### config.mk
export PLATFORM = sky130hd
export DESIGN_NAME = aux_adc_dev_flat
export DESIGN_NICKNAME = d
export VERILOG_FILES = /design/src/include/aux_pkg.sv /design/src/include/aux_link_if.sv /design/src/hw/aux_adc_dev.sv /design/src/flat_wrapper.sv
export SDC_FILE = /design/constraint.sdc
export NUM_CORES = 1
export LEC_CHECK = 0
export ABC_AREA = 1
export BUFFER_PORTS_ARGS = -buffer_cell sky130_fd_sc_hd__buf_2
export CAP_MARGIN = 20
export CORE_MARGIN = 2
export CORE_UTILIZATION = 33
export CTS_CLUSTER_SIZE = 25
export DETAILED_ROUTE_END_ITERATION = 10
export GPL_TIMING_DRIVEN = 1
export PLACE_DENSITY = 0.6
export SETUP_SLACK_MARGIN = 0.3
export SYNTH_ARGS = -nofsm -noshare
export SYNTH_HDL_FRONTEND = slang
export SYNTH_SLANG_ARGS = --single-unit
export TNS_END_PERCENT = 100
### constraint.sdc
create_clock -name clk -period 2.8 [get_ports clk]
set_input_delay 0.56 -clock clk [delete_from_list [all_inputs] [get_ports clk]]
set_output_delay 0.56 -clock clk [all_outputs]
set_load 0.01 [all_outputs]
### src/include/aux_pkg.sv
// Shared constants and types for the auxiliary converter command link
`default_nettype none
package aux_pkg;
    // Command opcode; value is arbitrary
    localparam logic [7:0] MEASURE_OPCODE  = 8'h14;
    localparam logic [7:0] CTS_READY       = 8'hff;
    localparam logic [7:0] CTS_BUSY        = 8'h00;
    localparam logic [7:0] RESERVED_BYTE   = 8'h00;
    // Input-select byte fields
    localparam int         SEL_TEMP_BIT    = 4;
    localparam int         SEL_SUPPLY_BIT  = 3;
    localparam int         SEL_PIN_BIT     = 2;
    localparam logic [7:0] SEL_LEGAL_MASK  = 8'h1f;
    // Setup byte fields and default
    localparam int         CFG_TIME_LSB    = 4;
    localparam logic [3:0] CFG_DEFAULT_NIB = 4'hc;
    localparam logic [7:0] CFG_ZERO        = 8'h00;
    // Attenuation codes
    localparam logic [3:0] ATT_0V8         = 4'h0;
    localparam logic [3:0] ATT_1V6         = 4'h4;
    localparam logic [3:0] ATT_2V4         = 4'h8;
    localparam logic [3:0] ATT_3V6         = 4'h9;
    localparam logic [3:0] ATT_3V2         = 4'hc;
    // Converter shape
    localparam int         ADC_BITS        = 11;
    localparam int         CONV_STEPS      = 12;
    localparam int         STEP_CNT_W      = 17;
    localparam int         REPLY_BYTES     = 9;
    // Input channels of the analog mux
    localparam logic [1:0] CH_PIN          = 2'h0;
    localparam logic [1:0] CH_SUPPLY       = 2'h1;
    localparam logic [1:0] CH_TEMP         = 2'h2;
    // Wake timer setup bits
    localparam int         WAKE_EN_BIT     = 0;
    localparam int         LOW_DET_EN_BIT  = 1;
    // Supply threshold: millivolts; SUPPLY_DIV is in result counts
    localparam int         THR_BASE_MV     = 1500;
    localparam int         THR_STEP_MV     = 50;
    localparam int         THR_MAX_MV      = 3050;
    localparam int         SUPPLY_FULL_MV  = 3000;
    localparam int         SUPPLY_DIV      = 1280;

    typedef enum logic [2:0] {
        AUX_IDLE = 3'b000,
        AUX_SEL  = 3'b001,
        AUX_CFG  = 3'b010,
        AUX_CONV = 3'b011,
        AUX_DONE = 3'b100
    } aux_dev_state_t;

    typedef enum logic [2:0] {
        AUXH_IDLE = 3'b000,
        AUXH_SEL  = 3'b001,
        AUXH_CFG  = 3'b010,
        AUXH_POLL = 3'b011,
        AUXH_WAIT = 3'b100,
        AUXH_READ = 3'b101,
        AUXH_RWT  = 3'b110
    } aux_host_state_t;
endpackage
`default_nettype wire

### src/include/aux_link_if.sv
// Command, reply and configuration link between host and converter
`timescale 1ns/1ps
`default_nettype none
interface aux_link_if;
    logic       cmd_valid;
    logic [7:0] cmd_data;
    logic       rd_req;
    logic       rsp_valid;
    logic [7:0] rsp_data;
    logic [7:0] wake_timer_setup;
    logic [4:0] supply_low_threshold;
    logic       notify_on_gpio;

    modport device (
        input  cmd_valid, cmd_data, rd_req, wake_timer_setup,
               supply_low_threshold, notify_on_gpio,
        output rsp_valid, rsp_data
    );
    modport host (
        output cmd_valid, cmd_data, rd_req, wake_timer_setup,
               supply_low_threshold, notify_on_gpio,
        input  rsp_valid, rsp_data
    );
endinterface
`default_nettype wire

### src/hw/aux_adc_dev.sv
// Device end: command-driven SAR converter with supply-low detector
//
// Summary of operation
// - SAR converter yields 11-bit results
// - Host sends command then input-select byte
// - Temperature unselected: skipped, reads zero
// - Supply unselected: skipped, reads zero
// - Pin unselected: skipped, reads zero
// - Two-bit index picks pin zero to three
// - Upper setup nibble sets conversion time
// - Lower nibble attenuation; zero byte defaults 0xC
// - Reply: CTS, pin, supply, temp, two reserved
// - Firmware scales temperature by 568/2560 minus 297
// - Firmware computes supply as 3*result/1280
// - Firmware divides pin result by attenuation divisor
// - Detector runs only with wake timer enabled
// - Detector enabled by wake timer setup bit
// - Each expiry compares supply against threshold
// - Threshold steps 50 mV, 1.5 V to 3.05 V
// - Notification on irq_out_n or a pin
`timescale 1ns/1ps
`default_nettype none
module aux_adc_dev (
    input  wire logic   clk,
    input  wire logic   rst_n,
    aux_link_if.device  link,
    input  wire logic   wakeup_expired,
    input  wire logic   sar_cmp_async,
    output logic [10:0] sar_dac,
    output logic [1:0]  sar_channel,
    output logic [1:0]  pin_index,
    output logic [3:0]  pin_attenuation_code,
    output logic        sar_sample,
    output logic        irq_out_n,
    output logic        supply_low_pin
);
    ////////////////////////////////////////////////////////////////////////////
    // Helpers

    // Threshold code to supply counts; result r means 3*r/1280 volts
    function automatic logic [10:0] thr_counts(input logic [4:0] code);
        int mv;
        mv = aux_pkg::THR_BASE_MV + aux_pkg::THR_STEP_MV * int'(code);
        if (mv > aux_pkg::THR_MAX_MV) begin
            mv = aux_pkg::THR_MAX_MV;
        end
        return 11'((mv * aux_pkg::SUPPLY_DIV) / aux_pkg::SUPPLY_FULL_MV);
    endfunction

    // Step length in clocks: 2^(exponent+1), twelve steps per conversion
    function automatic logic [16:0] step_len(input logic [3:0] exp_code);
        // Five-bit sum so exponent 0xf gives 2^16 rather than wrapping to one clock
        return 17'h1 << ({1'b0, exp_code} + 5'h01);
    endfunction

    // Next channel at or after start that is selected
    function automatic logic [1:0] next_ch(input logic [2:0] en, input logic [1:0] start);
        logic [1:0] r;
        r = 2'h3;
        for (int i = 2; i >= 0; i--) begin
            if (en[i] && (2'(i) >= start)) begin
                r = 2'(i);
            end
        end
        return r;
    endfunction

    ////////////////////////////////////////////////////////////////////////////
    // Comparator synchroniser; the analog edge is asynchronous to clk

    logic cmp_meta_reg;
    logic cmp_reg;
    always_ff @(posedge clk or negedge rst_n) begin
        if (!rst_n) begin
            cmp_meta_reg <= 1'b0;
            cmp_reg      <= 1'b0;
        end else begin
            cmp_meta_reg <= sar_cmp_async;
            cmp_reg      <= cmp_meta_reg;
        end
    end

    ////////////////////////////////////////////////////////////////////////////
    // Command, conversion and reply state

    aux_pkg::aux_dev_state_t state_reg, state_next;
    logic [2:0]  en_reg, en_next;         // {temp, supply, pin}
    logic [1:0]  pidx_reg, pidx_next;
    logic [3:0]  texp_reg, texp_next;
    logic [3:0]  att_reg, att_next;
    logic [1:0]  ch_reg, ch_next;
    logic [3:0]  step_reg, step_next;
    logic [16:0] cnt_reg, cnt_next;
    logic [10:0] trial_reg, trial_next;
    logic [10:0] mask_reg, mask_next;
    logic [15:0] res_reg [3];
    logic [15:0] res_next [3];
    logic        lowchk_reg, lowchk_next;  // Conversion is a detector check
    logic        ret_done_reg, ret_done_next; // Detector preempted a finished reply
    logic        lowpend_reg, lowpend_next;
    logic        low_reg, low_next;
    logic [3:0]  rptr_reg, rptr_next;
    logic        rv_reg, rv_next;
    logic [7:0]  rd_reg, rd_next;
    logic        smp_reg, smp_next;
    logic        irqn_reg, irqn_next;
    logic        lpin_reg, lpin_next;
    logic        step_end;
    logic        det_on;
    logic [7:0]  b;

    assign step_end = (cnt_reg == 17'h1);
    assign det_on   = link.wake_timer_setup[aux_pkg::WAKE_EN_BIT] &&
                      link.wake_timer_setup[aux_pkg::LOW_DET_EN_BIT];

    // Next-state logic for command intake, SAR steps and reply bytes
    always_comb begin
        state_next   = state_reg;
        en_next      = en_reg;
        pidx_next    = pidx_reg;
        texp_next    = texp_reg;
        att_next     = att_reg;
        ch_next      = ch_reg;
        step_next    = step_reg;
        cnt_next     = cnt_reg;
        trial_next   = trial_reg;
        mask_next    = mask_reg;
        res_next     = res_reg;
        lowchk_next  = lowchk_reg;
        ret_done_next = ret_done_reg;
        lowpend_next = lowpend_reg;
        low_next     = low_reg;
        rptr_next    = rptr_reg;
        rv_next      = 1'b0;
        rd_next      = rd_reg;
        smp_next     = 1'b0;
        b            = link.cmd_data;

        // Expiry while busy is held, never lost
        if (wakeup_expired && det_on) begin
            lowpend_next = 1'b1;
        end

        case (state_reg)
            aux_pkg::AUX_IDLE, aux_pkg::AUX_DONE: begin
                if (link.cmd_valid && (b == aux_pkg::MEASURE_OPCODE)) begin
                    state_next = aux_pkg::AUX_SEL;
                    rptr_next  = 4'h0;
                end else if (lowpend_next && det_on) begin
                    // Detector check reuses the converter on the supply input
                    lowpend_next = 1'b0;
                    lowchk_next  = 1'b1;
                    ret_done_next = (state_reg == aux_pkg::AUX_DONE);
                    ch_next      = aux_pkg::CH_SUPPLY;
                    texp_next    = aux_pkg::CFG_DEFAULT_NIB;
                    step_next    = 4'h0;
                    cnt_next     = step_len(aux_pkg::CFG_DEFAULT_NIB);
                    smp_next     = 1'b1;
                    state_next   = aux_pkg::AUX_CONV;
                end
            end
            aux_pkg::AUX_SEL: begin
                if (link.cmd_valid) begin
                    en_next    = {b[aux_pkg::SEL_TEMP_BIT], b[aux_pkg::SEL_SUPPLY_BIT],
                                  b[aux_pkg::SEL_PIN_BIT]};
                    pidx_next  = b[1:0];
                    state_next = aux_pkg::AUX_CFG;
                end
            end
            aux_pkg::AUX_CFG: begin
                if (link.cmd_valid) begin
                    if (b == aux_pkg::CFG_ZERO) begin
                        texp_next = aux_pkg::CFG_DEFAULT_NIB;
                        att_next  = aux_pkg::CFG_DEFAULT_NIB;
                    end else begin
                        texp_next = b[aux_pkg::CFG_TIME_LSB +: 4];
                        att_next  = b[3:0];
                    end
                    // Unselected fields read zero
                    for (int i = 0; i < 3; i++) begin
                        res_next[i] = 16'h0000;
                    end
                    lowchk_next = 1'b0;
                    ch_next     = next_ch(en_reg, aux_pkg::CH_PIN);
                    step_next   = 4'h0;
                    cnt_next    = step_len(texp_next);
                    smp_next    = (en_reg != 3'b000); // No strobe when nothing is selected
                    state_next  = (en_reg == 3'b000) ? aux_pkg::AUX_DONE : aux_pkg::AUX_CONV;
                end
            end
            aux_pkg::AUX_CONV: begin
                cnt_next = cnt_reg - 17'h1;
                if (step_end) begin
                    cnt_next  = step_len(texp_reg);
                    step_next = step_reg + 4'h1;
                    if (step_reg == 4'h0) begin
                        mask_next  = 11'h400;
                        trial_next = 11'h400;
                    end else begin
                        // Keep the trial bit only when input is above the DAC
                        trial_next = (cmp_reg ? trial_reg : (trial_reg & ~mask_reg)) |
                                     (mask_reg >> 1);
                        mask_next  = mask_reg >> 1;
                    end
                    if (step_reg == 4'(aux_pkg::CONV_STEPS - 1)) begin
                        if (lowchk_reg) begin
                            low_next    = (trial_next < thr_counts(link.supply_low_threshold));
                            lowchk_next = 1'b0;
                            // A pending reply must survive the detector check
                            state_next  = ret_done_reg ? aux_pkg::AUX_DONE : aux_pkg::AUX_IDLE;
                        end else begin
                            res_next[ch_reg] = {5'h00, trial_next};
                            ch_next          = next_ch(en_reg, ch_reg + 2'h1);
                            step_next        = 4'h0;
                            if (next_ch(en_reg, ch_reg + 2'h1) == 2'h3) begin
                                state_next = aux_pkg::AUX_DONE;
                            end else begin
                                smp_next = 1'b1;
                            end
                        end
                    end
                end
            end
            default: state_next = aux_pkg::AUX_IDLE;
        endcase

        // Reply stream; only CTS is returned until the command is done
        if (link.rd_req) begin
            rv_next = 1'b1;
            if (state_reg != aux_pkg::AUX_DONE || rptr_reg == 4'h0) begin
                rd_next = (state_reg == aux_pkg::AUX_DONE) ? aux_pkg::CTS_READY
                                                           : aux_pkg::CTS_BUSY;
                if (state_reg == aux_pkg::AUX_DONE) begin
                    rptr_next = 4'h1;
                end
            end else begin
                case (rptr_reg)
                    4'h1: rd_next = res_reg[aux_pkg::CH_PIN][15:8];
                    4'h2: rd_next = res_reg[aux_pkg::CH_PIN][7:0];
                    4'h3: rd_next = res_reg[aux_pkg::CH_SUPPLY][15:8];
                    4'h4: rd_next = res_reg[aux_pkg::CH_SUPPLY][7:0];
                    4'h5: rd_next = res_reg[aux_pkg::CH_TEMP][15:8];
                    4'h6: rd_next = res_reg[aux_pkg::CH_TEMP][7:0];
                    default: rd_next = aux_pkg::RESERVED_BYTE;
                endcase
                rptr_next = (rptr_reg == 4'(aux_pkg::REPLY_BYTES - 1)) ? 4'h0
                                                                       : rptr_reg + 4'h1;
            end
        end

        // Detector off clears its notification
        if (!det_on) begin
            low_next     = 1'b0;
            lowpend_next = 1'b0;
        end
        irqn_next = ~(low_next & ~link.notify_on_gpio);
        lpin_next = low_next & link.notify_on_gpio;
    end

    // State registers
    always_ff @(posedge clk or negedge rst_n) begin
        if (!rst_n) begin
            state_reg   <= aux_pkg::AUX_IDLE;
            en_reg      <= 3'b000;
            pidx_reg    <= 2'h0;
            texp_reg    <= aux_pkg::CFG_DEFAULT_NIB;
            att_reg     <= aux_pkg::CFG_DEFAULT_NIB;
            ch_reg      <= aux_pkg::CH_PIN;
            step_reg    <= 4'h0;
            cnt_reg     <= 17'h00001;
            trial_reg   <= 11'h000;
            mask_reg    <= 11'h000;
            for (int i = 0; i < 3; i++) begin
                res_reg[i] <= 16'h0000;
            end
            lowchk_reg  <= 1'b0;
            ret_done_reg <= 1'b0;
            lowpend_reg <= 1'b0;
            low_reg     <= 1'b0;
            rptr_reg    <= 4'h0;
            rv_reg      <= 1'b0;
            rd_reg      <= 8'h00;
            smp_reg     <= 1'b0;
            irqn_reg    <= 1'b1;
            lpin_reg    <= 1'b0;
        end else begin
            state_reg   <= state_next;
            en_reg      <= en_next;
            pidx_reg    <= pidx_next;
            texp_reg    <= texp_next;
            att_reg     <= att_next;
            ch_reg      <= ch_next;
            step_reg    <= step_next;
            cnt_reg     <= cnt_next;
            trial_reg   <= trial_next;
            mask_reg    <= mask_next;
            res_reg     <= res_next;
            lowchk_reg  <= lowchk_next;
            ret_done_reg <= ret_done_next;
            lowpend_reg <= lowpend_next;
            low_reg     <= low_next;
            rptr_reg    <= rptr_next;
            rv_reg      <= rv_next;
            rd_reg      <= rd_next;
            smp_reg     <= smp_next;
            irqn_reg    <= irqn_next;
            lpin_reg    <= lpin_next;
        end
    end

    ////////////////////////////////////////////////////////////////////////////
    // Outputs, all from flops

    assign link.rsp_valid       = rv_reg;
    assign link.rsp_data        = rd_reg;
    assign sar_dac              = trial_reg;
    assign sar_channel          = ch_reg;
    assign pin_index            = pidx_reg;
    assign pin_attenuation_code = att_reg;
    assign sar_sample           = smp_reg;
    assign irq_out_n            = irqn_reg;
    assign supply_low_pin       = lpin_reg;
endmodule // aux_adc_dev
`default_nettype wire

### src/flat_wrapper.sv
// flat-port wrapper written by rule: the top's interface ports become plain ports
module aux_adc_dev_flat 
  (clk, rst_n, wakeup_expired, sar_cmp_async, sar_dac, sar_channel, pin_index, pin_attenuation_code, sar_sample, irq_out_n, supply_low_pin, link_cmd_valid, link_cmd_data, link_rd_req, link_wake_timer_setup, link_supply_low_threshold, link_notify_on_gpio, link_rsp_valid, link_rsp_data);
  aux_link_if link_i ();
  input  wire logic clk;
  input  wire logic rst_n;
  input  wire logic wakeup_expired;
  input  wire logic sar_cmp_async;
  output logic [10:0] sar_dac;
  output logic [1:0] sar_channel;
  output logic [1:0] pin_index;
  output logic [3:0] pin_attenuation_code;
  output logic sar_sample;
  output logic irq_out_n;
  output logic supply_low_pin;
  input wire logic [$bits(link_i.cmd_valid)-1:0] link_cmd_valid;
  input wire logic [$bits(link_i.cmd_data)-1:0] link_cmd_data;
  input wire logic [$bits(link_i.rd_req)-1:0] link_rd_req;
  input wire logic [$bits(link_i.wake_timer_setup)-1:0] link_wake_timer_setup;
  input wire logic [$bits(link_i.supply_low_threshold)-1:0] link_supply_low_threshold;
  input wire logic [$bits(link_i.notify_on_gpio)-1:0] link_notify_on_gpio;
  output wire logic [$bits(link_i.rsp_valid)-1:0] link_rsp_valid;
  output wire logic [$bits(link_i.rsp_data)-1:0] link_rsp_data;
  assign link_i.cmd_valid = link_cmd_valid;
  assign link_i.cmd_data = link_cmd_data;
  assign link_i.rd_req = link_rd_req;
  assign link_i.wake_timer_setup = link_wake_timer_setup;
  assign link_i.supply_low_threshold = link_supply_low_threshold;
  assign link_i.notify_on_gpio = link_notify_on_gpio;
  assign link_rsp_valid = link_i.rsp_valid;
  assign link_rsp_data = link_i.rsp_data;
  aux_adc_dev u_core (.clk(clk), .rst_n(rst_n), .link(link_i), .wakeup_expired(wakeup_expired), .sar_cmp_async(sar_cmp_async), .sar_dac(sar_dac), .sar_channel(sar_channel), .pin_index(pin_index), .pin_attenuation_code(pin_attenuation_code), .sar_sample(sar_sample), .irq_out_n(irq_out_n), .supply_low_pin(supply_low_pin));
endmodule
==> results of run 1 <==
[synthesized netlist by cell type, types with 6 or more instances]
cell type and instances:
ha_1 63, o21ai_0 103, dfrtp_1 110, nor3_1 18, nand2_1 399, nand2_4 26, clkbuf_1 18, nand3_2 25
inv_2 15, nand3_1 165, a21oi_1 72, a31oi_1 6, o221ai_1 6, xor2_1 22, dfstp_2 6, nand4_1 18
o22ai_1 37, nand2_2 67, nor2_4 12, xnor2_1 8, inv_1 269, nand3b_1 8, nor2_1 147, nor2_2 19
[layout make-up]
cell class / instances / area share (%)
clock buffers: 18 / 2.52
clock inverters: 14 / 1.06
inverters: 290 / 6.60
multi-input cells: 1291 / 50.6
flip-flops and latches: 116 / 17.1
well taps: 455 / 3.35
repair buffers: 425 / 18.8
[metrics by stage]
step / std cells / setup TNS [ps] / hold slack (ps) / worst slack [ps] / util, %
2_1_floorplan: 1718 / -27990 / 264 / -9360 / -
3_3_place_gp: 2509 / -28890 / 351 / -9650 / 43.4
3_5_place_dp: 2509 / -29830 / 337 / -9980 / 43.4
4_1_cts: 2588 / -26270 / 128 / -8790 / 47.9
5_1_grt: 2609 / -29240 / 149 / -9790 / 49.6
6_report: 2609 / -26760 / 116 / -8960 / 49.6
[cell usage in the layout, fill, tap and decap left out, types with 19 or more instances in the layout]
cell type and n:
a21oi_1 61, xor2_1 19, nand3_4 20, inv_2 31, nand2_4 57, buf_4 349
buf_6 22, buf_2 50, nand3_2 49, nor2_2 24, dfrtp_1 110, nand2_1 340
o21ai_0 97, nor2_4 37, o22ai_1 37, nor2_1 117, inv_1 249, nand3_1 125
ha_4 19, ha_1 42, nand2_2 96
[kinds of logic after synthesis]
group	after synthesis
AO/OA/AOI/OAI	265
flip-flops	116
adder cells (fa/ha/maj)	65
AND/OR/NAND/NOR	927
buffers and inverters	315
XOR/XNOR	30
[per-layer routing]
layer	up-vias	part of all wire, %	wire, um
li1	6444	-	-
met1	5905	45	15500
met2	212	50	17200
met3	38	3.1	1050
met4	0	1.4	468
met5	-	0	0
[what timing repair did]
action	CTS	global route
buffers inserted	43	20
gates resized for setup	125	106
setup endpoints to repair	25	72
pin swaps	100	67
gates cloned	4	1
hold buffers	0	0
[how the worst max path moves through the flow]
stage                                  to  cells past startpoint
detailed placement  u_core.supply_low_pin                    104
CTS                 u_core.supply_low_pin                     97
finish              u_core.supply_low_pin                    105
global placement    u_core.supply_low_pin                    103
floorplan           u_core.supply_low_pin                    112
global route               u_core.low_reg                    109
[worst reg2reg max path: cells and delay by family, from the launching register on]
kind	cells	cell delay, ps
fa+ha+maj	2	500
flops	1	390
compound gates	2	290
buf+inv	6	570
simple gates	8	890
==> metrics.yaml, run 1 <==
via_count: 12600
drive_gt1_share_pct: 39.6
die_area_um2: 36100
grt_max_degree: 52
slowest_delay_ps: 390
via_per_inst: 4.83
synth.mux.area_fraction_pct: 0
yosysTopAreaCell: "dfrtp_1"
max-cap-violations: 0
root_buffer: "clkbuf_16"
drt-total-wl_um: 34100
fin_ws_ps: -8960
placed_area_um2: 14900
antenna_found_initial: 0
end_kind: "flop"
synth_top_family_by_area: "simple AND/OR/NAND/NOR gates"
reg2reg_from: "u_core.step_reg[0]"
hp-class: "input port to asynchronous set/reset pin"
grt_pass1_vias: 12300
gr-total-overflow: 0
grt_pass1_wl_um: 57200
grt_usage_pct: 18.9
core_area_um2: 34300
crit_start: "link_supply_low_threshold[4]"
cp.required_ps: 3110
synth_ff_type: "dfrtp_1"
setup_viol: 3
portBuffers: 52
cts_tree: "yes"
io_pins: 59
r2r_end: "u_core.supply_low_pin"
synthXorXnorAreaFrac_pct: 2.30
drc_errors: 0
cts.sinks: 116
async_flop_share_pct: 100
grt.met1_usage_pct: 24.5
cp_slowest_cell: "fa_2"
rsz0062_at_grt: "yes"
yosys.area_share.simple_pct: 40.3
cts-htree-levels: 4
grt_util_met3_pct: 1.70
fp-row-count: 68
synth-edff-count: 0
syn_inst: 1718
crit_top_cell: "nand2_4"
insertedDiodeCount: 0
worst_pin_slew_ps: 549
min_period_ps: 11760
first_pass_iters: 5
design_area_um2: 17000
cts_buffer_depth: 2
drt_iter0_drc: 645
yosys_warnings: 0
yosysSeqAreaShare_pct: 25.5
violations: "setup timing"
cp_max_fo: 7
synth_nets: 1811
dpl.hpwl_um: 26100
largest_reg_flops: 33
multi_input_area_um2: 8610
place_congestion: 0.905
seqCellArea_um2: 2910
criticalPathCategory: "input port to flop"
hold_viol_final: 0
nNetsFinal: 2234
fill_cells: 3328
grt_busiest_layer: "met2"
max_slew_margin_pct: 62.4
ys_ff_latch: 116
die_h_um: 190
synth_area_leaders: "dfrtp_1 24%, nand2_1 13%, inv_1 8.8%"
syn_to_final_growth_pct: 49.0
numCtsBuffers: 17
worstPathBufferInverterCount: 14
fmax_mhz: 85.1
clk_pin_slew_worst_paths_ps: 60
yosysTopAreaCellShare_pct: 24.1
min_period_over_period_pct: 420
r2r_slack_ps: 100
synth_cell_types: 64
start_kind: "input port"
synth_compound_area_share_pct: 13.5
crit_family: "simple AND/OR/NAND/NOR gates"
ant_nets: 0
use_met2_pct: 33.7
outcome: "finished, violations left"
slew_violations: 0
arrival_ps: 12070
syn_avg_cell_area_um2: 6.65
ff2ff_path_depth: 18
synth_fa_ha_area_share_pct: 7.25
syn_area_um2: 11400
clock_latency_ps: 420
start_util_pct: 33.3
fin_skew_ps: 8.12
wl_per_cell_um: 13.1
die_width_um: 190
Power of run 1 is left out: the tool's default activity adds up to more than one toggle a clock period on the data nets, which glitch-free logic cannot reach.
==> run 2, diff against run 1 <==
Settings changed: ABC_AREA 1 to 0, TNS_END_PERCENT 100 to 5.
==> metrics.yaml, run 2 <==
wl_met3_um: 1620
root_buffer: "clkbuf_16"
worst_pin_slew_ps: 828
slowest_delay_ps: 500
die_width_um: 192
syn_to_final_growth_pct: 51.2
crit_start: "link_supply_low_threshold[1]"
die_h_um: 192
fin_ws_ps: -11010
clk_pin_slew_worst_paths_ps: 60
cts_buffer_depth: 2
r2r_slack_ps: -580
insertedDiodeCount: 0
min_period_ps: 13810
synth_ff_type: "dfrtp_1"
first_pass_iters: 5
drive_gt1_share_pct: 40.3
final_util_pct: 50.7
violations: "setup timing"
wl_met1_um: 17900
syn_area_um2: 11600
cts.sinks: 116
yosysSeqAreaShare_pct: 25.1
end_kind: "flop"
arrival_ps: 14100
die_area_um2: 36700
min_period_over_period_pct: 493
io_pins: 59
wl_per_cell_um: 16.3
drt-total-wl_um: 39500
fp-row-count: 68
max_slew_margin_pct: 44.3
synth_area_leaders: "dfrtp_1 24%, ha_1 6.8%, nand2_1 5.8%"
core_area_um2: 34600
design_area_um2: 17600
portBuffers: 52
drt_iter0_drc: 845
syn_avg_cell_area_um2: 7.91
start_kind: "input port"
async_flop_share_pct: 100
synthTopCellsByCount: "179 x nand2_1, 120 x nor2_1, 110 x dfrtp_1, 109 x a21oi_1, 85 x o21ai_0"
syn_inst: 1469
grt_max_degree: 47
grt_pass1_wl_um: 64500
synth_most_common_cell: "nand2_1"
cts_tree: "yes"
drc_errors: 0
largest_reg_flops: 33
reg2reg_from: "u_core.step_reg[0]"
cp.required_ps: 3090
clock_latency_ps: 420
place_congestion: 0.921
slew_violations: 0
fmax_mhz: 72.4
cp_max_fo: 6
yosysTopAreaCell: "dfrtp_1"
mostFrequentLayoutCells: "475 x buf_4, 176 x nand2_1, 112 x nor2_1"
dpl.hpwl_um: 30400
hold_viol_final: 0
yosys_warnings: 0
final_common_cell: "buf_4"
hp-class: "input port to asynchronous set/reset pin"
ys_ff_latch: 116
start_util_pct: 33.5
setup_viol: 3
gr-total-overflow: 0
ant_nets: 0
ff2ff_path_depth: 16
synth-edff-count: 0
wl_met2_um: 19000
grt_pass1_vias: 13200
outcome: "finished, violations left"
cts-htree-levels: 4
rsz0062_at_grt: "yes"
synth_cell_types: 110
grt_usage_pct: 21.3
via_count: 13400
cp_slowest_cell: "or4_4"
placed_area_um2: 15900
crit_top_cell: "ha_4"
whs_ps: 154
criticalPathCategory: "input port to flop"
setup_tns_ps: -32990
antenna_found_initial: 0
fin_skew_ps: 10.1
topRoutingLayerUsed: "met4"
via_per_inst: 5.52
nNetsFinal: 2055
synth_nets: 1562
numCtsBuffers: 17
max-cap-violations: 0
ctsHoldBuffers: 0
yosysTopAreaCellShare_pct: 23.7
r2r_end: "u_core.irq_out_n"
run 2: cell types whose count changed after synthesis, sizes merged, moves of 19 or more:
cell,before,now
and2,2,23
inv,286,54
o22ai,37,15
nand2,493,181
a31oi,6,26
a22o,0,40
xnor2,8,46
nor3,18,42
clkbuf,18,45
and3,1,20
nor2,179,122
nand3,194,59
nand2b,0,26
a21oi,77,115
run 2: logic make-up after synthesis:
family,Yosys count,synth area share [%]
mux,27,2.53
flops,116,25.1
simple gates,573,24.2
buf+inv,117,4.24
compound gates,511,32.3
xor+xnor,57,4.30
fa+ha+maj,68,7.39
run 2: repair_timing:
action                                  4_1_cts  5_1_grt
endpoints found under the setup margin       41       47
pin swaps                                    60       22
setup buffers                                34        9
gates resized for setup                      95       43
gates cloned                                  2        0
run 2: final cells by class:
type	count	area, um2
Fill cell	3187	17100
Multi-Input combinational cell	1236	9290
Timing Repair Buffer	536	4020
Sequential cell	116	2910
Tap cell	455	569
Clock buffer	18	439
Inverter	54	211
Clock inverter	14	120
Timing Repair inverter	1	7.51
run 2: per-layer routing:
metal	track usage, %	up-vias
li1	-	6523
met1	27.8	6414
met2	37.0	402
met3	1.75	63
met4	6.63	0
met5	0	-
run 2: critical path: cells and delay by family:
family,cells,cell delay (ps)
and+or+nand+nor,21,4690
AOI/OAI and AO/OA,26,4490
adders and majority gates,12,2620
buffers and inverters,8,840
xor gates and xnor gates,5,670
muxes,1,210
run 2: through the flow:
step                cells  worst slack, ps
floorplan            1469           -12120
global placement     2353           -11520
detailed placement   2353           -11910
CTS                  2421           -10890
global route         2430           -11750
finish               2430           -11010
run 2: worst max path at each step:
stage / end / slack [ps]
2_1_floorplan: u_core.irq_out_n / -12120
6_report: u_core.supply_low_pin / -11010
3_3_place_gp: u_core.irq_out_n / -11520
3_5_place_dp: u_core.supply_low_pin / -11910
5_1_grt: u_core.supply_low_pin / -11750
4_1_cts: u_core.supply_low_pin / -10890
Power of run 2 is left out for the same reason.
==> run 3, diff against run 2 <==
Settings changed: MAX_ROUTING_LAYER set to met4.
==> metrics.yaml, run 3 (same netlist as run 2, synthesis figures left out) <==
syn_to_final_growth_pct: 50.9
fill_cells: 3263
grt_max_degree: 48
portBuffers: 52
ant_nets: 0
antenna_found_initial: 0
multi_input_area_um2: 9230
drt_iter0_drc: 989
hp-class: "input port to asynchronous set/reset pin"
worstPathBufferInverterCount: 15
max_slew_margin_pct: 48.6
cts.sinks: 116
fmax_mhz: 71.1
slowest_delay_ps: 580
cp_slowest_cell: "or4_4"
die_h_um: 192
crit_family: "compound AO/OA/AOI/OAI gates"
setup_tns_ps: -33700
crit_start: "link_supply_low_threshold[1]"
numCtsBuffers: 17
die_width_um: 192
min_period_over_period_pct: 502
die_area_um2: 36700
cp.required_ps: 3150
drt-total-wl_um: 39100
via_per_inst: 5.51
criticalPathCategory: "input port to flop"
core_area_um2: 34600
io_pins: 59
nNetsFinal: 2052
r2r_slack_ps: -700
clock_latency_ps: 420
gr-total-overflow: 0
cp_max_fo: 6
cts_tree: "yes"
seqCellArea_um2: 2910
arrival_ps: 14410
worst_pin_slew_ps: 764
violations: "setup timing"
drive_gt1_share_pct: 39.8
root_buffer: "clkbuf_16"
grt_pass1_vias: 12900
min_period_ps: 14060
fp-row-count: 68
reg2reg_from: "u_core.step_reg[0]"
clk_pin_slew_worst_paths_ps: 60
mostFrequentLayoutCells: "468 x buf_4, 176 x nand2_1, 112 x nor2_1"
insertedDiodeCount: 0
slew_violations: 0
wl_per_cell_um: 16.1
outcome: "finished, violations left"
hold_viol_final: 0
setup_viol: 3
cts_buffer_depth: 2
largest_reg_flops: 33
fin_ws_ps: -11260
final_common_cell: "buf_4"
grt_pass1_wl_um: 63400
grt_usage_pct: 21.5
crit_top_cell: "ha_4"
cts-htree-levels: 4
rsz0062_at_grt: "yes"
max-cap-violations: 0
first_pass_iters: 6
end_kind: "flop"
start_util_pct: 33.5
dpl.hpwl_um: 29900
fin_skew_ps: 16.0
via_count: 13400
start_kind: "input port"
place_congestion: 0.940
drc_errors: 0
-- run 3: cell types whose count changed in the layout (fill, tap and decap cells not counted), sizes merged --
cell	previous run	this run
buf	535	533
bufinv	0	1
clkbuf	18	19
clkinv	4	6
clkinvlp	5	4
inv	60	56
-- run 3: metal layers --
metal | global-route usage [%] | part of all wire, % | up-vias | wire length (um)
met5 | - | 0 | - | 0
met4 | 6.66 | 2.4 | 0 | 935
met3 | 2.05 | 3.8 | 71 | 1490
met2 | 35.6 | 47 | 373 | 18600
met1 | 27.8 | 46 | 6397 | 18100
li1 | - | - | 6523 | -
-- run 3: worst register-to-register path, cell delays in order, from the launching register on --
cell and delay, ps:
dfrtp_1 370, inv_1 60, ha_1 150, and2_1 410
nor2_1 150, ha_1 330, a21oi_1 130, nor2b_1 50
o21ai_0 150, nand2b_1 80, a21oi_1 140, nor2_1 50
a2111oi_0 450, buf_4 220, o21ai_0 90, a221o_1 340
a211o_1 240
-- run 3: layout make-up --
| class | instances | share of cell area (%) |
|---|---|---|
| multi-input combinational | 1236 | 52.7 |
| timing repair buffer | 534 | 23.0 |
| clock inverter | 13 | 0.707 |
| clock buffer | 19 | 2.53 |
| sequential | 116 | 16.6 |
| inverter | 54 | 1.21 |
| tap | 455 | 3.25 |
-- run 3: repair_timing --
action                                  4_1_cts  5_1_grt
pin swaps                                    47       67
gates cloned                                  1        0
gates resized for setup                      71       62
endpoints found under the hold margin         0        0
endpoints found under the setup margin       41       47
buffers inserted                             34       18
hold buffers                                  0        0
-- run 3: path summary, 6_finish.rpt --
kind	endpoint	cells past startpoint
max	u_core.irq_out_n	77
min	u_core.en_reg[0]	1
max reg2reg	u_core.irq_out_n	16
min reg2reg	u_core.pin_attenuation_code[3]	2
max in group asynchronous	u_core.rptr_reg[0]	2
min in group clk	u_core.cmp_meta_reg	1
-- run 3: through the flow --
| step | util (%) | hold slack, ps | std cells | worst slack, ps | cell area (um2) |
|---|---|---|---|---|---|
| global route | 50.6 | 170 | 2427 | -11910 | 17500 |
| CTS | 49.4 | 146 | 2409 | -11010 | 17100 |
| global placement | 45.8 | 443 | 2342 | -11430 | 15900 |
| floorplan | - | 264 | 1469 | -12120 | 12100 |
| finish | 50.6 | 132 | 2427 | -11260 | 17500 |
| detailed placement | 45.8 | 447 | 2342 | -11840 | 15900 |
Power of run 3 is left out for the same reason.
